File: src/verilog/dcc_pkg.sv
// Notes on behaviour
// - With divide-by-three and bypass clear, divide-by-two bit 0 gives oscillator clock; 1 gives oscillator halved.
// - Divide-by-three bit set divides the oscillator clock by three unless bypass is set.
// - Bypass bit 0 uses the loop synthesiser; 1 uses incoming clock directly.
// - Bias power-down bit 7 powers bias off; resets to zero.
// - Delay-line off bit resets to one; clearing it powers and enables line.
// - Lock bit reads one when locked; loop runs only while enabled.
// - Lock readback refreshes only on rising readback trigger; otherwise held.
// - Rising update trigger transfers loop settings and fine delays to loop.
package dcc_pkg;
   // ****************
   // Register offsets
   // ****************
   localparam logic [7:0] OFS_DIV      = 8'h94;
   localparam logic [7:0] OFS_SKIP     = 8'h95;
   localparam logic [7:0] OFS_BIAS     = 8'h9a;
   localparam logic [7:0] OFS_DLPWR    = 8'hc0;
   localparam logic [7:0] OFS_LOOPCFG  = 8'hc1;
   localparam logic [7:0] OFS_STAT     = 8'hc3;
   localparam logic [7:0] OFS_RDTRIG   = 8'hc7;
   localparam logic [7:0] OFS_FINEA    = 8'hcc;
   localparam logic [7:0] OFS_FINEB    = 8'hcd;
   localparam logic [7:0] OFS_UPDTRIG  = 8'hdb;
   localparam logic [7:0] OFS_IRQSTAT  = 8'he0;
   localparam logic [7:0] OFS_IRQMASK  = 8'he1;
   // ****************
   // Reset values
   // ****************
   localparam logic [7:0] RST_DLPWR    = 8'h31;
   localparam logic [7:0] RST_LOOPCFG  = 8'h70;
   localparam logic [7:0] RST_ZERO     = 8'h00;
   // ****************
   // Field positions
   // ****************
   localparam int BIT_DIV2   = 0;
   localparam int BIT_DIV3   = 1;
   localparam int BIT_BIAS   = 7;
   localparam int BIT_DLOFF  = 0;
   localparam int BIT_EN     = 0;
   // Interrupt events: lock captured, settings transferred
   localparam int IRQ_LOCK   = 0;
   localparam int IRQ_UPD    = 1;
   localparam logic [7:0] MASK_DLPWR   = 8'h31;
   localparam logic [7:0] MASK_LOOPCFG = 8'hf9;
   localparam logic [7:0] MASK_FINE    = 8'h3f;
   localparam logic [7:0] MASK_IRQ     = 8'h03;
   // Clock source select codes
   localparam logic [1:0] SRC_VCO      = 2'h0;
   localparam logic [1:0] SRC_DIV2     = 2'h1;
   localparam logic [1:0] SRC_DIV3     = 2'h2;
   localparam logic [1:0] SRC_EXT      = 2'h3;
endpackage : dcc_pkg

File: src/verilog/dcc_top.sv
`timescale 1ns/1ps
module dcc_top
   import dcc_pkg::*;
(
   // Clock and reset
   input  wire logic        clk,
   input  wire logic        rst,
   // Avalon-MM slave
   input  wire logic [7:0]  avs_address,
   input  wire logic        avs_read,
   input  wire logic        avs_write,
   input  wire logic [31:0] avs_writedata,
   input  wire logic [3:0]  avs_byteenable,
   output logic      [31:0] avs_readdata,
   output logic             avs_waitrequest,
   // Analog loop status pin
   input  wire logic        loop_locked_pin,
   // Clock path controls
   output logic [1:0]       clk_source_sel,
   output logic             bias_off,
   output logic             delay_line_off,
   output logic [1:0]       delay_line_aux,
   output logic             loop_enable,
   // Settings handed to the loop on update
   output logic [1:0]       loop_dac_setting,
   output logic             loop_search_mode,
   output logic [1:0]       loop_search_dir,
   output logic [5:0]       fine_delay_field_a,
   output logic [5:0]       fine_delay_field_b,
   output logic             loop_update_pulse,
   // Interrupt
   output logic             irq
);
   // ****************
   // Register storage
   // ****************
   logic [7:0] vco_divider_select;
   logic [7:0] synth_skip_control;
   logic [7:0] bias_power_control;
   logic [7:0] delay_line_power;
   logic [7:0] delay_loop_config;
   logic [7:0] delay_loop_status;
   logic [7:0] delay_loop_readback_trigger;
   logic [7:0] fine_delay_a;
   logic [7:0] fine_delay_b;
   logic [7:0] delay_loop_update_trigger;
   logic [7:0] irq_status;
   logic [7:0] irq_mask;
   logic       ack;
   logic [2:0] lock_sync;

   // ****************
   // Bus decode
   // ****************
   // One wait cycle: a request is answered on its second edge
   wire        req      = (avs_read | avs_write) & ~ack;
   wire        wr_go    = avs_write & ack & avs_byteenable[0];
   wire        rd_go    = avs_read & ack;
   wire [7:0]  wd       = avs_writedata[7:0];
   wire [7:0]  a        = avs_address;
   wire        w_div    = wr_go & (a == OFS_DIV);
   wire        w_skip   = wr_go & (a == OFS_SKIP);
   wire        w_bias   = wr_go & (a == OFS_BIAS);
   wire        w_dlpwr  = wr_go & (a == OFS_DLPWR);
   wire        w_cfg    = wr_go & (a == OFS_LOOPCFG);
   wire        w_rdtrig = wr_go & (a == OFS_RDTRIG);
   wire        w_finea  = wr_go & (a == OFS_FINEA);
   wire        w_fineb  = wr_go & (a == OFS_FINEB);
   wire        w_updtrg = wr_go & (a == OFS_UPDTRIG);
   wire        w_mask   = wr_go & (a == OFS_IRQMASK);
   wire        r_irq    = rd_go & (a == OFS_IRQSTAT);

   wire rd_rise  = w_rdtrig & wd[0] & ~delay_loop_readback_trigger[0];
   wire upd_rise = w_updtrg & wd[0] & ~delay_loop_update_trigger[0];

   // Lock only meaningful while the loop controller runs
   wire lock_now = lock_sync[2] & lock_sync[1] & delay_loop_config[BIT_EN];

   wire [7:0] rd_mux =
      (a == OFS_DIV)     ? vco_divider_select :
      (a == OFS_SKIP)    ? synth_skip_control :
      (a == OFS_BIAS)    ? bias_power_control :
      (a == OFS_DLPWR)   ? delay_line_power :
      (a == OFS_LOOPCFG) ? delay_loop_config :
      (a == OFS_STAT)    ? delay_loop_status :
      (a == OFS_RDTRIG)  ? delay_loop_readback_trigger :
      (a == OFS_FINEA)   ? fine_delay_a :
      (a == OFS_FINEB)   ? fine_delay_b :
      (a == OFS_UPDTRIG) ? delay_loop_update_trigger :
      (a == OFS_IRQSTAT) ? irq_status :
      (a == OFS_IRQMASK) ? irq_mask : RST_ZERO;

   // Source priority: bypass, then divide by three, then by two
   // bypass select
   wire [1:0] next_src =
      synth_skip_control[0]        ? SRC_EXT  :
      vco_divider_select[BIT_DIV3] ? SRC_DIV3 :
      vco_divider_select[BIT_DIV2] ? SRC_DIV2 : SRC_VCO;

   wire [7:0] irq_set = {6'h00, upd_rise, rd_rise & lock_now};
   wire [7:0] next_irq_status = (r_irq ? RST_ZERO : irq_status) | irq_set;

   // ****************
   // Bus handshake
   // ****************
   // Waitrequest kept in its own flop so the pin has no gate in front
   always_ff @(posedge clk) begin
      if (rst) begin
         ack             <= 1'b0;
         avs_waitrequest <= 1'b1;
         avs_readdata    <= 32'h0000_0000;
      end else begin
         ack             <= req;
         avs_waitrequest <= ~req;
         if (req)
            avs_readdata <= {24'h00_0000, rd_mux};
      end
   end

   // ****************
   // Control registers
   // ****************
   always_ff @(posedge clk) begin
      if (rst) begin
         vco_divider_select <= RST_ZERO;
         synth_skip_control <= RST_ZERO;
         bias_power_control <= RST_ZERO;
         delay_line_power   <= RST_DLPWR;
         delay_loop_config  <= RST_LOOPCFG;
         fine_delay_a       <= RST_ZERO;
         fine_delay_b       <= RST_ZERO;
         irq_mask           <= RST_ZERO;
      end else begin
         if (w_div)   vco_divider_select <= wd & 8'h03;
         if (w_skip)  synth_skip_control <= wd & 8'h01;
         if (w_bias)  bias_power_control <= wd;
         if (w_dlpwr) delay_line_power   <= wd & MASK_DLPWR;
         if (w_cfg)   delay_loop_config  <= wd & MASK_LOOPCFG;
         if (w_finea) fine_delay_a       <= wd & MASK_FINE;
         if (w_fineb) fine_delay_b       <= wd & MASK_FINE;
         if (w_mask)  irq_mask           <= wd & MASK_IRQ;
      end
   end

   // ****************
   // Triggers and lock
   // ****************
   always_ff @(posedge clk) begin
      if (rst) begin
         delay_loop_readback_trigger <= RST_ZERO;
         delay_loop_update_trigger   <= RST_ZERO;
         delay_loop_status           <= RST_ZERO;
         lock_sync                   <= 3'h0;
         irq_status                  <= RST_ZERO;
      end else begin
         lock_sync <= {lock_sync[1:0], loop_locked_pin};
         if (w_rdtrig) delay_loop_readback_trigger <= wd & 8'h01;
         if (w_updtrg) delay_loop_update_trigger   <= wd & 8'h01;
         if (rd_rise) delay_loop_status <= {7'h00, lock_now};
         // Set wins over clear-on-read
         irq_status <= next_irq_status;
      end
   end

   // ****************
   // Outputs
   // ****************
   always_ff @(posedge clk) begin
      if (rst) begin
         clk_source_sel     <= SRC_VCO;
         bias_off           <= 1'b0;
         delay_line_off     <= 1'b1;
         delay_line_aux     <= 2'h3;
         loop_enable        <= 1'b0;
         loop_dac_setting   <= 2'h1;
         loop_search_mode   <= 1'b1;
         loop_search_dir    <= 2'h2;
         fine_delay_field_a <= 6'h00;
         fine_delay_field_b <= 6'h00;
         loop_update_pulse  <= 1'b0;
         irq                <= 1'b0;
      end else begin
         clk_source_sel <= next_src;
         bias_off       <= bias_power_control[BIT_BIAS];
         delay_line_off <= delay_line_power[BIT_DLOFF];
         delay_line_aux <= delay_line_power[5:4];
         loop_enable    <= delay_loop_config[BIT_EN];
         if (upd_rise) begin
            loop_dac_setting   <= delay_loop_config[7:6];
            loop_search_mode   <= delay_loop_config[5];
            loop_search_dir    <= delay_loop_config[4:3];
            fine_delay_field_a <= fine_delay_a[5:0];
            fine_delay_field_b <= fine_delay_b[5:0];
         end
         loop_update_pulse <= upd_rise;
         irq <= |(next_irq_status & irq_mask);
      end
   end
endmodule : dcc_top

File: config.mk
export PLATFORM = sky130hd
export DESIGN_NAME = dcc_top
export DESIGN_NICKNAME = d
export VERILOG_FILES = /design/src/verilog/dcc_pkg.sv /design/src/verilog/dcc_top.sv
export SDC_FILE = /design/constraint.sdc
export NUM_CORES = 1
export LEC_CHECK = 0
export BUFFER_PORTS_ARGS = -buffer_cell sky130_fd_sc_hd__buf_4
export CAP_MARGIN = 10
export CORE_ASPECT_RATIO = 0.9
export CORE_MARGIN = 2
export CORE_UTILIZATION = 55
export DETAILED_ROUTE_END_ITERATION = 12
export GPL_TIMING_DRIVEN = 0
export PLACE_DENSITY_LB_ADDON = 0.15
export SLEW_MARGIN = 20
export SYNTH_ARGS = -nofsm -noshare
export SYNTH_HDL_FRONTEND = slang
export SYNTH_SLANG_ARGS = --single-unit
File: constraint.sdc
create_clock -name clk -period 3.8 [get_ports clk]
set_input_delay 0.38 -clock clk [delete_from_list [all_inputs] [get_ports clk]]
set_output_delay 0.38 -clock clk [all_outputs]
set_load 0.02 [all_outputs]
== Yosys cells after proc, flatten, opt, wreduce, memory -nomap -nowiden ==
Cells that the tools add are included.
Storage, ports and cells
  input bits: 49
  register bits after elaboration: 84
  ROM bits: 0
  memory bits (writable): 0
  output and inout port bits: 59
  bits in latches: 0
  logic and storage cells: 86
  memories kept: 0
Operators by class
  $mul: 0
  divide/modulo/power cells: 0
  bitwise gates (word level): 29
  shift operators: 0
  muxes and demuxes: 16
  eq/ne operators: 12
  add/subtract/negate cells: 0
  $lt $le $gt $ge: 0
  reductions and logical operators: 1
Operator list (count)
  equality test 8 bit, second input constant: 12
  two-way mux 8 bit: 12
  bitwise AND 1 bit: 22
  bitwise AND 8 x 2 -> 8 bit: 1
  bitwise OR 8 x 2 -> 8 bit: 1
  OR reduction 8 bit: 1
  two-way mux 2 bit: 3
  NOT 1 bit: 4
  two-way mux 1 bit: 1
  bitwise OR 1 bit: 1

== Longest topological paths before layout ==
Gate-level depths: netlist (run 1).
  word-level depth: 13
  mapped depth: 7
  mapped depth without buffers: 6

== Worst setup path before layout (run 1) ==
OpenSTA, ideal clock, no wires.
  kind: input to register
  from: in avs_address[2]
  to: reg irq
  stages on the path: 7
  arrival time: 1760 ps
  slack: 1923 ps
  cell sequence: buf_6 or2_1 buf_6 or3_4 o41ai_2 a21oi_1 a22o_1
On the way
  cells in the longest elaborated chain, start to end: 8
  elaborated cells on any way between the ends: 15
RTL lines
  start: declaration: line dcc_top.sv:9  | input wire logic [7:0] avs_address,
  equality test 8 bit: line dcc_top.sv:66  | wire w_rdtrig = wr_go & (a == OFS_RDTRIG);
  bitwise AND 1 bit: line dcc_top.sv:66
  bitwise AND 1 bit (2 in series): line dcc_top.sv:73  | wire rd_rise = w_rdtrig & wd[0] & ~delay_loop_readback_trigger[0];
  bitwise AND 1 bit: line dcc_top.sv:100  | wire [7:0] irq_set = {6'h00, upd_rise, rd_rise & lock_now};
  bitwise OR 8 x 2 -> 8 bit *: line dcc_top.sv:101  | wire [7:0] next_irq_status = (r_irq ? RST_ZERO : irq_status) | irq_set;
  bitwise AND 8 x 2 -> 8 bit *: line dcc_top.sv:196  | irq <= |(next_irq_status & irq_mask);
  OR reduction 8 bit *: line dcc_top.sv:196
  end signal: assignment: line dcc_top.sv:196
  end: declaration: line dcc_top.sv:32  | output logic irq
Mark *: on every way between the ends. The rest lies on a longest branch, timed or not.
A chain may end at the register's enable or synchronous reset.

== Final worst setup path (run 1) ==
  from: reg ack
  to: reg fine_delay_field_a[0]
On the way
  cells in the longest elaborated chain, start to end: 5
RTL lines
  start: declaration: line dcc_top.sv:49  | logic ack;
  start signal: assignment: line dcc_top.sv:113  | ack <= req;
  bitwise AND 1 bit (2 in series): line dcc_top.sv:57  | wire wr_go = avs_write & ack & avs_byteenable[0];
  bitwise AND 1 bit: line dcc_top.sv:69  | wire w_updtrg = wr_go & (a == OFS_UPDTRIG);
  bitwise AND 1 bit (2 in series): line dcc_top.sv:74  | wire upd_rise = w_updtrg & wd[0] & ~delay_loop_update_trigger[0];
  end signal: assignment: line dcc_top.sv:192  | fine_delay_field_a <= fine_delay_a[5:0];
  end: declaration: line dcc_top.sv:28  | output logic [5:0] fine_delay_field_a,
No other way between the ends.

==> results of run 1 <==
==> cell usage in the layout (no fill, tap or decap), drive strengths merged, types with 4 or more instances in the layout <==
cell type  count
nand3         24
buf           91
clkbuf        22
nand2         61
conb          24
inv            9
or2            4
dfxtp         78
a21oi         38
nand3b         6
nor3           6
o21ai         10
a211o          5
nor2b         10
and3           4
mux2i         20
nor2          35
a22oi          4
==> power by group through the flow <==
stage / Clock [mW] / Combinational [mW] / Sequential, mW
after CTS: 0.750 / 0.135 / 0.821
after global routing: 0.785 / 0.148 / 0.821
after detailed placement: 0 / 0.135 / 0.840
after floorplan: 0 / 0.0894 / 0.841
final: 0.748 / 0.138 / 0.821
after global placement: 0 / 0.134 / 0.840
==> layout make-up <==
class | count | area, µm² | share of cell area [%]
Timing Repair Buffer | 54 | 405 | 9.37
Sequential cell | 78 | 1560 | 36.1
Clock buffer | 11 | 131 | 3.04
Buffer | 48 | 295 | 6.83
Tap cell | 87 | 109 | 2.52
Clock inverter | 5 | 106 | 2.46
Multi-Input combinational cell | 292 | 1690 | 39.0
Inverter | 8 | 30.0 | 0.694
==> path summary, 6_finish.rpt <==
kind                           end  cells past startpoint  slack (ns)
min                   lock_sync[0]                      2        0.25
min reg2reg           lock_sync[1]                      1        0.44
max          fine_delay_field_a[0]                      6        1.80
max reg2reg  fine_delay_field_a[0]                      6        1.80
==> synthesized netlist by cell type (2+ instances only) <==
master and number:
o31ai_1 3, nand2_1 61, mux2i_1 20, and3_1 4
dfxtp_1 78, a22oi_1 4, or2_2 3, buf_1 4
a221o_1 3, a2111oi_0 3, nor2_1 35, buf_2 7
a221oi_1 2, inv_1 8, a21oi_1 38, nor2b_1 10
clkbuf_1 10, and2_1 3, o21ai_0 10, buf_6 2
nand3_1 24, buf_4 24, nand3b_1 5, a211o_1 5
nand4b_1 2, and4bb_2 3, nor3_1 4
==> logic make-up after synthesis <==
group,share of synthesized area [%]
compound gates,14.4
buf+inv,9.33
flops,44.8
mux,6.07
other cells,0.108
simple gates,25.3
==> registers in the layout, indices dropped and copies added (netlist names), 3 cells and up <==
register,flops
avs_readdata,8
bias_power_control,8
delay_line_power,3
delay_loop_config,6
fine_delay_a,6
fine_delay_b,6
fine_delay_field_a,6
fine_delay_field_b,6
lock_sync,3
==> routing by layer <==
metal | vias to the layer above | wire length [µm] | share of wire (%)
li1 | 1532 | - | -
met1 | 1482 | 4180 | 46
met2 | 164 | 4000 | 44
met3 | 15 | 719 | 7.9
met4 | 0 | 150 | 1.7
met5 | - | 0 | 0
==> stage by stage <==
stage	instances	hold slack (ns)	cell area (µm²)	utilization [%]
CTS	583	0.244	4320	70.7
floorplan	426	0.414	3570	-
global placement	567	0.420	4090	66.8
global route	583	0.244	4320	70.7
detailed placement	567	0.436	4090	66.8
finish	583	0.248	4320	70.7
==> metrics, run 1 <==
status=finished, final reports clean; Max clock buf depth=2; Seq/Total Area, Yosys=44.8%; post-cts hold buffer count=0; asr flop ratio synth=0%; Clk pin slew, worst setup/hold paths=0.08 ns; Layout Skew=0.0154 ns; largest net degree at the start of global routing=14; crit-path max FO=10; wire length per cell=15.5 µm; critical path class=reg2reg; CORE AREA=0.00611 mm²; Worst Setup SP=ack; Final Critical Period=2.00 ns; TritonCTS buffer count=9; share of cells above drive strength 1=23.6%; gr busiest metal=met2; Yosys warning count=0; Overflow after GRT=0; Area growth syn-to-layout=24.0%; DRC=0; GPL Wtd Cong=0.898; vias in the first global route=2893; fillers=487; Setup Fix Bufs, Post-CTS=0; final critical-path share of the clock period=52.7%; post-route setup TNS=0 ns; drt first pass iters=5; Sequential Power Share=48.1%; Final ANT Viol Nets=0; combinational power share=8.1%; Sw Ratio=23.3%; final WL=9060 µm; die width=87.9 µm; Ports=108; CP max stage cell=nor3b_4; H-tree levels=3; via count=3193; Post-Place Worst Slack=1.61 ns; hpwl dp=6630 µm; P_int=1.31 mW; Hold WC Path Type=in2reg; EDFF count, synth=0; endpoints failing setup=0; post-CTS sizing=0; Yosys top cell by area=dfxtp_1; clock group share of total power=43.8%; PnR Total Power=1.71 mW; CTS tree=built; RSZ-0062 raised after global routing=false; Yosys reg bits=78; Syn Area/Cell=8.65 µm²; DRT iter0 DRCs=232; met2 Resource Use GR=41.4%; cell area power density=395 mW/mm²; global-route wire length before repair=14500 µm; Psw=0.397 mW; PortBufs=54; Synth area leaders=dfxtp_1 (45%), nand2_1 (6.6%), mux2i_1 (5.7%); worst path cell trace=nand3_1, nor3_2, nor3b_4, buf_2, nand2_1, a21oi_1; fmax=0.499 GHz; min-delay src=loop_locked_pin; predominant post-synthesis flop cell=dfxtp_1; CP top delay family=simple AND/OR/NAND/NOR gates; Final Max Tran Viols=0; Crit path buffers/inverters=1; vias per cell=5.48; met3 Use GR=5.17%; VDD IR max=499 µV; Initial Utilization=57.0%; setup ws final=1.80 ns; Root Driver=clkbuf_8; Setup crit start kind=register; max_cap viols=0; GRT Util Overall=27.0%; Die Y=79.5 µm; Antenna Cells=0; Post-Synthesis Cells=403; row cnt=27; Final Hold Violating Endpoints=0; final net count=540; clk_lat worst skew=0.36 ns; Die Area=0.00699 mm²; post-synth top area share=44.8%; Yosys cell types=55; worst slew pin tran=0.681 ns; CTS Sinks=78; antenna violations before repair=0; CP max stage delay=0.41 ns; Lkg Pwr=1.72 nW; CP Data Required Time=4.09 ns; reg2reg start=ack; met1 usage=38.5%; Rel. slew slack=54.6%; Mapped Area=0.00349 mm²; CP Capture Type=register; crit path DAT=2.29 ns
Note: power is estimated with default switching activity, not from simulation.
==> run 2: changes to the inputs <==
CORE_UTILIZATION = 46   (was 55)
clock period = 1.72 ns   (was 3.8 ns; I/O delays follow)
==> metrics, run 2 (same netlist as run 1, synthesis figures left out) <==
antenna violations before repair=0; wire length per cell=15.1 µm; hpwl dp=6510 µm; Die Area=0.00829 mm²; CP Data Required Time=2.00 ns; fmax=0.568 GHz; CTS Sinks=78; most frequent cells in the layout=buf_4 (80), dfxtp_1 (77), nand2_1 (61); worst slew pin tran=0.632 ns; Worst Setup SP=ack; H-tree levels=3; VDD IR max=539 µV; CP Capture Type=register; crit-path max FO=5; DRT iter0 DRCs=198; vias in the first global route=2845; max_cap viols=0; GRT Util Overall=22.7%; final WL=8960 µm; Max clock buf depth=2; Hold Path Stages=2; Overflow after GRT=0; post-route setup TNS=-0.0405 ns; combinational power share=9.1%; crit path DAT=2.04 ns; GPL Wtd Cong=0.938; share of cells above drive strength 1=25.6%; Clk pin slew, worst setup/hold paths=0.08 ns; Setup crit start kind=register; Sw Ratio=25.1%; Sequential Power Share=52.3%; cell area power density=798 mW/mm²; Psw=0.870 mW; post-cts hold buffer count=0; min-delay src=loop_locked_pin; Initial Utilization=46.9%; final critical-path share of the clock period=102%; Root Driver=clkbuf_8; drt first pass iters=5; Reg2Reg Depth=6; reg2reg start=ack; row cnt=30; critical path class=reg2reg; worst path cell trace=o21bai_1, nor2_2, inv_1, a2111oi_0, nor2_1, a21oi_1; final net count=541; failing checks=negative setup slack; die width=95.8 µm; Antenna Cells=0; CP max stage cell=a2111oi_0; RSZ-0062 raised after global routing=true; fillers=702; Rel. slew slack=57.9%; endpoints failing setup=1; Final Hold Violating Endpoints=0; status=finished with violations; most common cell after layout, fill and taps aside=buf_4; Placed Cells=576; Lkg Pwr=1.74 nW; vias per cell=5.25; global-route wire length before repair=14200 µm; Die Y=86.6 µm; P_int=2.60 mW; Ports=108; TritonCTS buffer count=9; via count=3114; largest net degree at the start of global routing=14; Hold WC Path Type=in2reg; DRC=0; CTS tree=built; clk_lat worst skew=0.35 ns; biggest regs=avs_readdata (8), bias_power_control (8); Layout Skew=0.00611 ns; non-filler cells, final=593; Final Critical Period=1.76 ns; CORE AREA=0.00743 mm²; clock group share of total power=38.6%; Final Max Tran Viols=0; Final ANT Viol Nets=0; CP max stage delay=0.49 ns; PortBufs=54; setup ws final=-0.0405 ns; Area growth syn-to-layout=24.8%
## run 2: cell types whose count changed in the layout (fill, tap and decap cells not counted), moves of 2 or more
| cell | delta |
|---|---|
| clkbuf_1 | -2 |
| buf_4 | +2 |
| clkbuf_2 | +2 |
| bufinv_16 | -2 |
## run 2: critical path, delay by kind of cell (launching register included)
family | cells | cell delay [ns]
simple gates | 2 | 0.36
compound gates | 3 | 0.86
buf+inv | 1 | 0.13
flops | 1 | 0.35
## run 2: what timing repair did
item	4_1_cts	5_1_grt
pin swaps	0	1
gates resized for setup	4	12
setup buffers	1	0
endpoints found under the setup margin	17	24
## run 2: path summary, 6_finish.rpt
kind | endpoint | slack, ns
hold / removal | lock_sync[0] | 0.03
setup reg to reg | avs_readdata[0] | -0.04
hold reg to reg | lock_sync[1] | 0.44
setup / recovery | avs_readdata[0] | -0.04
## run 2: layout make-up
class	count	area (µm²)	area share, %
Buffer	48	302	6.93
Clock buffer	11	131	3.02
Clock inverter	5	58.8	1.35
Timing Repair Buffer	55	413	9.49
Tap cell	96	120	2.76
Inverter	8	30.0	0.690
Multi-Input combinational cell	292	1730	39.8
Sequential cell	78	1560	35.9
## run 2: power by group through the flow
| stage | Sequential [mW] | Clock [mW] | Combinational [mW] |
|---|---|---|---|
| global route | 1.82 | 1.44 | 0.339 |
| floorplan | 1.86 | 0 | 0.197 |
| finish | 1.82 | 1.34 | 0.316 |
| CTS | 1.81 | 1.36 | 0.303 |
| detailed placement | 1.86 | 0 | 0.300 |
| global placement | 1.86 | 0 | 0.299 |
## run 2: per-stage QoR
| stage | utilization [%] | hold slack, ns | setup WS (ns) | total power, mW | area, µm² |
|---|---|---|---|---|---|
| 6_report | 58.5 | 0.0331 | -0.0405 | 3.47 | 4350 |
| 5_1_grt | 58.5 | 0.0347 | -0.0616 | 3.60 | 4350 |
| 4_1_cts | 58.0 | 0.0286 | -0.0216 | 3.48 | 4310 |
| 3_5_place_dp | 55.1 | 0.395 | -0.286 | 2.16 | 4100 |
| 3_3_place_gp | 55.1 | 0.387 | -0.256 | 2.16 | 4100 |
| 2_1_floorplan | - | 0.253 | 0.0515 | 2.06 | 3570 |
## run 2: routing by layer
metal | vias to the layer above | track usage (%) | share of wire, %
met2 | 128 | 34.6 | 46
met1 | 1430 | 31.1 | 45
met4 | 0 | 6.36 | 2.3
li1 | 1533 | - | -
met5 | - | 0 | 0
met3 | 23 | 7.22 | 7.3
==> run 3: changes to the inputs <==
PLACE_DENSITY_LB_ADDON = 0.12   (was 0.15)
==> metrics, run 3 (same netlist as run 1, synthesis figures left out) <==
Reg2Reg Depth=5; CP max stage delay=0.52 ns; Layout Skew=0.00960 ns; worst path cell trace=o21bai_1, a2111oi_1, o21ai_0, a21oi_1, a221o_1; TritonCTS buffer count=9; PortBufs=54; GRT Util Overall=23.2%; biggest regs=avs_readdata (8), bias_power_control (8); CP top delay family=compound AO/OA/AOI/OAI gates; fmax=0.616 GHz; hpwl dp=6590 µm; final net count=542; Hold EP=lock_sync[0]; Hold WC Path Type=in2reg; row cnt=30; Hold Path Stages=2; crit-path max FO=4; H-tree levels=3; most common cell after layout, fill and taps aside=buf_4; antenna violations before repair=0; Max clock buf depth=2; vias per cell=5.20; CP max stage cell=a2111oi_1; critical path class=reg2reg; final WL=9130 µm; post-cts hold buffer count=0; Ports=108; reg2reg start=ack; endpoints failing setup=0; Antenna Cells=0; Clk pin slew, worst setup/hold paths=0.08 ns; Die Y=86.6 µm; min-delay src=loop_locked_pin; fillers=722; worst r2r dst=avs_readdata[5]; max_cap viols=0; Root Driver=clkbuf_8; gr busiest metal=met2; DRT iter0 DRCs=204; drt first pass iters=4; RSZ-0062 raised after global routing=true; CORE AREA=0.00743 mm²; via count=3087; Final Critical Period=1.62 ns; vias in the first global route=2794; die width=95.8 µm; met2 Resource Use GR=37.3%; Final Hold Violating Endpoints=0; Final Max Tran Viols=0; largest net degree at the start of global routing=15; CP Capture Type=register; Initial Utilization=46.9%; met1 usage=31.6%; met3 Use GR=4.35%; PnR Total Power=3.44 mW; cell area power density=791 mW/mm²; GPL Wtd Cong=0.895; Lkg Pwr=1.75 nW; crit path DAT=1.92 ns; DP Area=0.00410 mm²; status=finished, final reports clean; Reg area=0.00156 mm²; Area growth syn-to-layout=24.9%; Die Area=0.00829 mm²; global-route wire length before repair=14400 µm; Reg2Reg Setup Slack=0.1 ns; CP Data Required Time=2.02 ns; Multi-input gate area=0.00173 mm²; VDD IR max=472 µV; Final ANT Viol Nets=0; Finished Cell Area=0.00435 mm²; DRC=0; clk_lat worst skew=0.36 ns; CTS tree=built; CTS Sinks=78; Overflow after GRT=0; share of cells above drive strength 1=25.9%; most frequent cells in the layout=buf_4 (80), dfxtp_1 (78), nand2_1 (61); Setup crit start kind=register; Rel. slew slack=55.4%; worst slew pin tran=0.670 ns; final critical-path share of the clock period=94.4%; wire length per cell=15.4 µm; Crit path buffers/inverters=0
==> run 3: worst max path at each step <==
| stage | slack [ns] | endpoint | cells past startpoint | startpoint |
|---|---|---|---|---|
| after floorplan | 0.05 | irq | 7 | avs_address[2] |
| after global routing | -0.02 | avs_readdata[0] | 6 | ack |
| after detailed placement | -0.32 | loop_search_dir[0] | 8 | avs_address[0] |
| after CTS | 0.01 | avs_readdata[5] | 5 | ack |
| after global placement | -0.27 | avs_readdata[5] | 6 | avs_address[3] |
| final | 0.1 | avs_readdata[5] | 5 | ack |
==> run 3: power breakdown <==
part / switching [mW] / internal (mW) / total, mW / leakage [nW]
Sequential: 0.00403 / 1.81 / 1.81 / 0.630
Combinational: 0.201 / 0.115 / 0.315 / 1.03
Clock: 0.699 / 0.612 / 1.31 / 0.0886
Total: 0.904 / 2.54 / 3.44 / 1.75
==> run 3: worst register-to-register path, cell delays in order (launching register included) <==
cell and delay [ns]:
dfxtp_1 0.35, o21bai_1 0.23, a2111oi_1 0.52, o21ai_0 0.18, a21oi_1 0.17, a221o_1 0.12
==> run 3: cell type report <==
cell class,instances,share of cell area (%)
tap,96,2.76
timing repair buffer,56,9.66
inverter,8,0.690
multi-input combinational,292,39.7
clock inverter,5,0.920
sequential,78,35.9
buffer,48,6.96
clock buffer,11,3.48
==> run 3: per-layer routing <==
metal  part of all wire, %  wire, µm  vias up
met5                     0         0        -
li1                      -         -     1531
met3                   6.1       553       10
met4                   1.2       108        0
met2                    48      4400       89
met1                    45      4070     1457
==> run 3: repair_timing <==
| item | CTS | global route |
|---|---|---|
| gates cloned | 0 | 0 |
| pin swaps | 0 | 1 |
| gates resized for setup | 4 | 10 |
| setup endpoints to repair | 18 | 24 |
| setup buffers | 1 | 1 |
==> run 3: stage by stage <==
stage | hold slack (ns) | std cells | worst slack [ns] | util [%] | setup TNS, ns
final | 0.0226 | 594 | 0.0962 | 58.6 | 0
after global routing | 0.0377 | 594 | -0.0163 | 58.6 | -0.0217
after CTS | 0.0182 | 593 | 0.0116 | 58.0 | 0
after detailed placement | 0.394 | 576 | -0.321 | 55.1 | -7.05
after global placement | 0.385 | 576 | -0.270 | 55.1 | -6.53
after floorplan | 0.253 | 426 | 0.0515 | - | 0
